**src/verilog/cbt_defines.svh**
```systemverilog
// Overview of operation
// - Each time quantum the bus is compared with the last sample point level.
// - Only recessive-to-dominant edges synchronise; dominant-to-recessive never do.
// - Phase error is zero in the sync quantum, else signed distance to it.
// - The first qualifying edge at frame start causes a hard synchronisation.
// - Hard sync restarts the bit as if the sync quantum just ended.
// - A late edge lengthens the first phase segment by min(error, jump width).
// - An early edge shortens the second phase segment by min(error, jump width).
// - An early edge within the jump width skips the sync quantum of the next bit.
// - At most one synchronisation happens between two sample points.
// - Segment changes last one bit; the next bit uses nominal lengths.
// - The bit timing machine starts each bit with the sync quantum, except after an early edge within the jump width, and ends it after the second phase segment.
// - One sample per bit at the sample point; no majority filter.
// - The bus is sampled while transmitting too.
// - The sync segment always lasts exactly one time quantum.
// - One time quantum is prescaler value times the clock period.
// - Prescaler, jump width and segment fields are programmed minus one.
// - The bit timing machine advances exactly once per time quantum.
`ifndef CBT_DEFINES_SVH
`define CBT_DEFINES_SVH

`define CBT_ADDR_W 8
`define CBT_ADDR_BTIME 8'h00
`define CBT_ADDR_STATUS 8'h04
`define CBT_BTIME_RST 16'h2301
`define CBT_BRP_LSB 0
`define CBT_SJW_LSB 6
`define CBT_TSEG1_LSB 8
`define CBT_TSEG2_LSB 12
`define CBT_BTIME_MASK 16'h7fff
`define CBT_SYNC_TQ 1

`endif

```
**src/verilog/cbt_pkg.sv**
```systemverilog
`default_nettype none
package cbt_pkg;

    // Bit timing states, bit seen from sync quantum to end of second phase segment
    typedef enum logic [1:0] {
        CBT_ST_SYNC = 2'b00,
        CBT_ST_TSEG1 = 2'b01,
        CBT_ST_TSEG2 = 2'b10
    } cbt_state_t;

    // Programmed timing, every field except resv one less than its length
    typedef struct packed {
        logic resv;
        logic [2:0] tseg2;
        logic [3:0] tseg1;
        logic [1:0] sjw;
        logic [5:0] brp;
    } cbt_btime_t;

    // Result handed to the bit stream side
    typedef struct packed {
        logic strobe;
        logic bit_val;
    } cbt_sample_t;

endpackage : cbt_pkg
`default_nettype wire

```
**src/verilog/cbt_in_sync.sv**
```systemverilog
`timescale 1ns/10ps
`default_nettype none
module cbt_in_sync #(
    parameter logic RST_VAL = 1'b1
) (
    // Clock and reset
    input wire logic clock,
    input wire logic rst,
    // Asynchronous pin and its filtered level
    input wire logic pin,
    output logic level
);
    logic ff1_r;
    logic ff2_r;
    logic ff3_r;
    logic level_r;

    // Three-stage chain; first stage feeds only the second
    always_ff @(posedge clock) begin
        if (rst) begin
            ff1_r <= RST_VAL;
            ff2_r <= RST_VAL;
            ff3_r <= RST_VAL;
        end else begin
            ff1_r <= pin;
            ff2_r <= ff1_r;
            ff3_r <= ff2_r;
        end
    end

    // Level accepted once stages two and three agree
    always_ff @(posedge clock) begin
        if (rst) begin
            level_r <= RST_VAL;
        end else if (ff2_r == ff3_r) begin
            level_r <= ff3_r;
        end
    end

    assign level = level_r;

endmodule : cbt_in_sync
`default_nettype wire

```
**src/verilog/cbt_tq_prescaler.sv**
```systemverilog
`timescale 1ns/10ps
`default_nettype none
module cbt_tq_prescaler #(
    parameter int BRP_W = 6
) (
    // Clock and reset
    input wire logic clock,
    input wire logic rst,
    // Programmed prescaler minus one, and quantum tick
    input wire logic [BRP_W-1:0] brp,
    output logic tq_tick
);
    logic [BRP_W-1:0] cnt_r;

    // Tick every brp+1 clocks
    assign tq_tick = (cnt_r >= brp);

    // Quantum counter
    always_ff @(posedge clock) begin
        if (rst || tq_tick) begin
            cnt_r <= '0;
        end else begin
            cnt_r <= cnt_r + 1'b1;
        end
    end
endmodule : cbt_tq_prescaler
`default_nettype wire

```
**src/verilog/cbt_core.sv**
```systemverilog
// Added by the designer: the register offsets and strobed register access.
`timescale 1ns/10ps
`default_nettype none
`include "cbt_defines.svh"
module cbt_core
    import cbt_pkg::*;
(
    // Clock and reset
    input wire logic clock,
    input wire logic rst,
    // Register port
    input wire logic [`CBT_ADDR_W-1:0] reg_addr,
    input wire logic [15:0] reg_wdata,
    input wire logic reg_wr,
    input wire logic reg_rd,
    output logic [15:0] reg_rdata,
    // Bus pins through the transceiver
    input wire logic can_rx,
    output logic can_tx,
    // Bit stream processor
    input wire logic bsp_hard_sync_en,
    input wire logic bsp_resync_en,
    input wire logic bsp_tx_bit,
    output cbt_sample_t bsp_sample
);
    cbt_btime_t btime_r;
    cbt_state_t state_r;
    cbt_state_t state_nxt;
    logic [15:0] rdata_r;
    logic [4:0] cnt_r;
    logic [4:0] cnt_nxt;
    logic [2:0] ext_r;
    logic [2:0] ext_nxt;
    logic [2:0] shrink_r;
    logic [2:0] shrink_nxt;
    logic synced_r;
    logic prev_r;
    logic sample_bit_r;
    logic strobe_r;
    logic tx_r;
    logic last_hard_r;
    logic [1:0] sync_cnt_r;
    logic rx;
    logic tq_tick;
    logic sp;
    logic bit_start;
    logic edge_ok;
    logic hard_ev;
    logic resync_ev;
    logic [2:0] sjw_f;
    logic [4:0] len1;
    logic [3:0] len2;
    logic [4:0] err;
    logic [2:0] amt;
    logic [3:0] mag;

    // Bus pin into the clock domain
    cbt_in_sync #(
        .RST_VAL(1'b1)
    ) u_rx_sync (
        .clock(clock),
        .rst(rst),
        .pin(can_rx),
        .level(rx)
    );

    // Time quantum generator
    cbt_tq_prescaler #(
        .BRP_W(6)
    ) u_prescaler (
        .clock(clock),
        .rst(rst),
        .brp(btime_r.brp),
        .tq_tick(tq_tick)
    );

    // Functional lengths from minus-one fields
    assign sjw_f = {1'b0, btime_r.sjw} + 3'd1;
    assign len1 = {1'b0, btime_r.tseg1} + 5'd1 + {2'b00, ext_r};
    assign len2 = {1'b0, btime_r.tseg2} + 4'd1 - {1'b0, shrink_r};

    // Falling bus after a recessive sample, once per bit
    assign edge_ok = tq_tick && prev_r && !rx && !synced_r;
    assign hard_ev = edge_ok && bsp_hard_sync_en;
    assign resync_ev = edge_ok && !bsp_hard_sync_en && bsp_resync_en;

    // Phase error magnitudes and the bounded correction
    assign err = cnt_r + 5'd1;
    assign amt = (err < {2'b00, sjw_f}) ? err[2:0] : sjw_f;
    assign mag = len2 - cnt_r[3:0];

    // Next bit timing state, evaluated only on a quantum tick
    always_comb begin
        state_nxt = state_r;
        cnt_nxt = cnt_r;
        ext_nxt = ext_r;
        shrink_nxt = shrink_r;
        sp = 1'b0;
        bit_start = 1'b0;
        if (tq_tick) begin
            unique case (state_r)
                CBT_ST_SYNC: begin
                    state_nxt = CBT_ST_TSEG1;
                    cnt_nxt = 5'd0;
                end
                CBT_ST_TSEG1: begin
                    if (cnt_r + 5'd1 >= len1) begin
                        sp = 1'b1;
                        state_nxt = CBT_ST_TSEG2;
                        cnt_nxt = 5'd0;
                        ext_nxt = 3'd0;
                    end else begin
                        cnt_nxt = cnt_r + 5'd1;
                    end
                end
                CBT_ST_TSEG2: begin
                    if (cnt_r + 5'd1 >= {1'b0, len2}) begin
                        state_nxt = CBT_ST_SYNC;
                        cnt_nxt = 5'd0;
                        shrink_nxt = 3'd0;
                        bit_start = 1'b1;
                    end else begin
                        cnt_nxt = cnt_r + 5'd1;
                    end
                end
                default: begin
                    state_nxt = CBT_ST_SYNC;
                    cnt_nxt = 5'd0;
                end
            endcase
            if (hard_ev) begin
                // Edge quantum becomes the sync quantum
                sp = 1'b0;
                bit_start = (state_r == CBT_ST_TSEG2);
                state_nxt = CBT_ST_TSEG1;
                cnt_nxt = 5'd0;
                ext_nxt = 3'd0;
                shrink_nxt = 3'd0;
            end else if (resync_ev && state_r == CBT_ST_TSEG1) begin
                // Late edge: stretch the first phase segment
                sp = 1'b0;
                state_nxt = CBT_ST_TSEG1;
                ext_nxt = amt;
                cnt_nxt = cnt_r + 5'd1;
            end else if (resync_ev && state_r == CBT_ST_TSEG2) begin
                if (mag <= {1'b0, sjw_f}) begin
                    // Early edge fully absorbed, sync quantum omitted
                    state_nxt = CBT_ST_TSEG1;
                    cnt_nxt = 5'd0;
                    shrink_nxt = 3'd0;
                    bit_start = 1'b1;
                end else if (cnt_r + 5'd1 >=
                             {1'b0, len2 - {1'b0, sjw_f}}) begin
                    state_nxt = CBT_ST_SYNC;
                    cnt_nxt = 5'd0;
                    shrink_nxt = 3'd0;
                    bit_start = 1'b1;
                end else begin
                    shrink_nxt = shrink_r + sjw_f;
                    cnt_nxt = cnt_r + 5'd1;
                end
            end
        end
    end

    // Bit timing registers
    always_ff @(posedge clock) begin
        if (rst) begin
            state_r <= CBT_ST_SYNC;
            cnt_r <= 5'd0;
            ext_r <= 3'd0;
            shrink_r <= 3'd0;
        end else begin
            state_r <= state_nxt;
            cnt_r <= cnt_nxt;
            ext_r <= ext_nxt;
            shrink_r <= shrink_nxt;
        end
    end

    // One synchronisation per sample-point interval
    always_ff @(posedge clock) begin
        if (rst) begin
            synced_r <= 1'b0;
            last_hard_r <= 1'b0;
        end else if (hard_ev || resync_ev) begin
            synced_r <= 1'b1;
            last_hard_r <= hard_ev;
        end else if (sp) begin
            synced_r <= 1'b0;
        end
    end

    // Syncs seen since the last sample point, saturating, for the checks
    always_ff @(posedge clock) begin
        if (rst || sp) begin
            sync_cnt_r <= 2'd0;
        end else if ((hard_ev || resync_ev) && sync_cnt_r != 2'd3) begin
            sync_cnt_r <= sync_cnt_r + 2'd1;
        end
    end

    // Single sample at the sample point, also while sending
    always_ff @(posedge clock) begin
        if (rst) begin
            prev_r <= 1'b1;
            sample_bit_r <= 1'b1;
            strobe_r <= 1'b0;
        end else begin
            strobe_r <= sp;
            if (sp) begin
                prev_r <= rx;
                sample_bit_r <= rx;
            end
        end
    end

    // Transmit bit launched at each bit start, recessive at reset
    always_ff @(posedge clock) begin
        if (rst) begin
            tx_r <= 1'b1;
        end else if (bit_start) begin
            tx_r <= bsp_tx_bit;
        end
    end

    assign can_tx = tx_r;
    assign bsp_sample.strobe = strobe_r;
    assign bsp_sample.bit_val = sample_bit_r;

    // Timing register write
    always_ff @(posedge clock) begin
        if (rst) begin
            btime_r <= `CBT_BTIME_RST;
        end else if (reg_wr && reg_addr == `CBT_ADDR_BTIME) begin
            btime_r <= reg_wdata & `CBT_BTIME_MASK;
        end
    end

    // Read data one cycle after the strobe, zero elsewhere
    always_ff @(posedge clock) begin
        if (rst) begin
            rdata_r <= 16'h0000;
        end else if (reg_rd) begin
            unique case (reg_addr)
                `CBT_ADDR_BTIME: rdata_r <= btime_r;
                `CBT_ADDR_STATUS: rdata_r <= {11'h000, state_r,
                    last_hard_r, synced_r, sample_bit_r};
                default: rdata_r <= 16'h0000;
            endcase
        end else begin
            rdata_r <= 16'h0000;
        end
    end

    assign reg_rdata = rdata_r;
endmodule : cbt_core
`default_nettype wire

```
**config.mk**
```make
export PLATFORM = sky130hd
export DESIGN_NAME = cbt_core
export DESIGN_NICKNAME = d
export VERILOG_FILES = /design/src/verilog/cbt_pkg.sv /design/src/verilog/cbt_in_sync.sv /design/src/verilog/cbt_tq_prescaler.sv /design/src/verilog/cbt_core.sv
export VERILOG_INCLUDE_DIRS = /design/src /design/src/verilog
export SDC_FILE = /design/constraint.sdc
export NUM_CORES = 1
export LEC_CHECK = 0
export ABC_AREA = 1
export BUFFER_PORTS_ARGS = -buffer_cell sky130_fd_sc_hd__buf_2
export CAP_MARGIN = 20
export CELL_PAD_IN_SITES_DETAIL_PLACEMENT = 0
export CELL_PAD_IN_SITES_GLOBAL_PLACEMENT = 1
export CORE_UTILIZATION = 42
export DETAILED_ROUTE_END_ITERATION = 8
export GPL_TIMING_DRIVEN = 0
export PLACE_DENSITY_LB_ADDON = 0.1
export SYNTH_ARGS = -nofsm -noshare
export SYNTH_HDL_FRONTEND = slang
export SYNTH_SLANG_ARGS = --single-unit
```
**constraint.sdc**
```tcl
create_clock -name clock -period 4.7 [get_ports clock]
set_clock_uncertainty 0.2 [all_clocks]
set_input_delay 0.705 -clock clock [delete_from_list [all_inputs] [get_ports clock]]
set_output_delay 0.705 -clock clock [all_outputs]
set_load 0.01 [all_outputs]
```
==> metrics.yaml <==
floorplanning:
  row_count: 33
  io_pins: 51
  dieArea_um2: 9120
  initial_core_util: 0.440
  fp.dieW_um: 95.5
  core_um2: 8340
  die_y_um: 95.5
detailed_routing:
  wire_per_inst_um: 12.7
  vias: 3140
  wirelength_um: 8350
  via_per_inst: 4.79
  first_pass_iters: 4
  antenna_left: 0
  drt-initial-drc-count: 100
  drcViolationCount: 0
worst_setup_path:
  worstPathArrival_ns: 3.58
  crit_path_end_kind: "flip-flop"
  crit_fanout: 6
  critPathTopFamily: "adder cells"
  start_kind: "flip-flop"
  crit_buf_inv: 4
  slowest_stage: "fa_1"
  crit_type: "flip-flop to flip-flop"
  crit_path_max_incr_delay_ns: 0.50
  cp.required_ns: 4.77
  cp_cell_sequence: "inv_1 > ha_1 > inv_1 > ha_1 > inv_1 > fa_1 > inv_1 > ha_1 > a21oi_1 > o21ai_0 > xor2_1 > ha_1 > a21oi_2 > nand2_2 > or2_0 > nand2_1 > nand3_1 > o21ai_2"
timing:
  rsz0062_at_grt: "false"
  finalCritPeriodShare: 0.747
  finalHoldViolCount: 0
  fmax_mhz: 285
  setup_viol_count_final: 0
  finalMaxSlewViolations: 0
  max_slew_margin: 0.583
  tightest_slew_ns: 0.626
  fin_setup_tns_ns: 0
  period_minus_slack_ns: 3.51
finish:
  diodes: 0
  multi_input_area_um2: 2150
  final.fill_count: 875
  drive_gt1_frac: 0.198
  final_util: 0.509
  regArea_um2: 1160
  syn_to_final_growth_pct: 15.8
  layout.nets: 626
power:
  ir_drop_v: 0.000195
  p_leak_nw: 2.03
  p_total_w: 0.00133
  p_per_area_nw_per_um2: 313
grt:
  grt_pass1_wl_um: 13800
  overflow: 0
  grt_antenna_before_repair: 0
  grt_max_degree: 12
  grt_usage: 0.199
  first_global_vias: 2847
clock_tree:
  cts_root_buffer: "clkbuf_8"
  numCtsBuffers: 9
  cts_tree: "yes"
  cts_hold_buf: 0
  clkLatencyLatePin_ns: 0.33
  post-cts-setup-buffers: 0
  ctsResizeCount: 0
  clkTransAtPathRegs_ns: 0.07
  cts_buffer_depth: 2
  cts_sinks: 58
  htreeDepth: 3
synth:
  synth.largest_area_cell: "dfxtp_1"
  synthArstFlopShare: 0
  syn_nets: 567
  ys_seq_area_frac: 0.316
  synthesis.area_um2: 3670
  ys_warn_count: 0
  syn_area_per_cell_um2: 7.54
  synth_top_area_frac: 0.316
  synth_cell_types: 38
  synth.area.top_cells: "dfxtp_1, ha_1, nand2_1"
  ys_ff_latch: 58
  synth_ff_type: "dfxtp_1"
  ys_top_cells_by_count: "nand2_1, inv_1, dfxtp_1"
  synthCells: 487
  synth-edff-count: 0
  yosysMostFrequentCell: "nand2_1"
placement:
  port_buffers: 48
  globalplace.congestion: 0.892
  dpl.hpwl_um: 6590
outcome:
  status: "complete, no violations"
hold_path:
  hp-class: "flip-flop to flip-flop"
run:
  cap_violations: 0
==> per-stage QoR <==
| step | cell area [µm²] | setup WS, ns | instances | hold slack (ns) |
|---|---|---|---|---|
| final | 4250 | 1.19 | 655 | 0.211 |
| after CTS | 4250 | 1.18 | 655 | 0.213 |
| after floorplan | 3670 | 1.45 | 487 | 0.189 |
| after detailed placement | 4040 | 1.19 | 640 | 0.195 |
| after global routing | 4250 | 0.904 | 655 | 0.226 |
| after global placement | 4040 | 1.19 | 640 | 0.194 |
==> layer usage <==
layer / vias up / part of all wire / global-route usage
met5: - / 0 / 0
met4: 0 / 0.0093 / 0.0547
met3: 9 / 0.045 / 0.0335
met2: 61 / 0.44 / 0.313
met1: 1395 / 0.51 / 0.281
li1: 1675 / - / -
==> power by group <==
group / internal, W / switching, W
registers: 0.000506 / 0.0000215
clock network: 0.000293 / 0.000208
logic: 0.0000952 / 0.000205
==> registers in the layout, summed over array words and instances, names as in the netlist <==
register	cells
synced_r	1
strobe_r	1
cnt_r	5
u_rx_sync.ff2_r	1
state_r	2
reg_rdata	15
u_prescaler.cnt_r	6
u_rx_sync.ff1_r	1
can_tx	1
shrink_r	3
ext_r	3
sample_bit_r	1
u_rx_sync.ff3_r	1
btime_r	15
last_hard_r	1
u_rx_sync.level	1
==> final timing paths <==
kind,slack [ns],endpoint,from,cells past startpoint
max,1.19,shrink_r[2]$_SDFFE_PP0P_,btime_r[13]$_SDFFE_PP1P_,18
max reg2reg,1.19,shrink_r[2]$_SDFFE_PP0P_,btime_r[13]$_SDFFE_PP1P_,18
min,0.21,u_rx_sync.ff2_r$_SDFF_PP1_,u_rx_sync.ff1_r$_SDFF_PP1_,1
min reg2reg,0.21,u_rx_sync.ff2_r$_SDFF_PP1_,u_rx_sync.ff1_r$_SDFF_PP1_,1
==> kinds of logic (layout without fill, tap and decap cells) <==
family | count (synthesis) | in the layout | share of synthesized area
buffers and inverters | 92 | 155 | 0.0972
adder cells (fa/ha/maj) | 48 | 48 | 0.174
other | 1 | 1 | 0.00102
AND/OR/NAND/NOR | 211 | 211 | 0.280
AO/OA/AOI/OAI | 66 | 66 | 0.103
XOR/XNOR | 11 | 11 | 0.0283
flip-flops | 58 | 58 | 0.316
==> final cells by class <==
type,instances,share of cell area
buffer,9,0.0106
clock buffer,9,0.0292
clock inverter,6,0.0194
inverter,83,0.0733
multi-input combinational,337,0.507
sequential,58,0.273
tap,105,0.0309
timing repair buffer,48,0.0566
==> cell usage in the layout (no fill, tap or decap), types with 6 or more instances in the layout <==
master / n
nand3_1: 18
ha_1: 43
clkbuf_1: 6
o211ai_1: 7
nor2_2: 7
nor3_1: 12
o21ai_0: 19
nand2_1: 105
buf_2: 48
a21oi_1: 28
inv_1: 74
dfxtp_1: 58
clkbuf_8: 9
nand2_2: 8
xnor2_1: 6
inv_2: 7
nor2_1: 34
nand4_1: 8
Note: power is estimated with default switching activity, not from simulation.
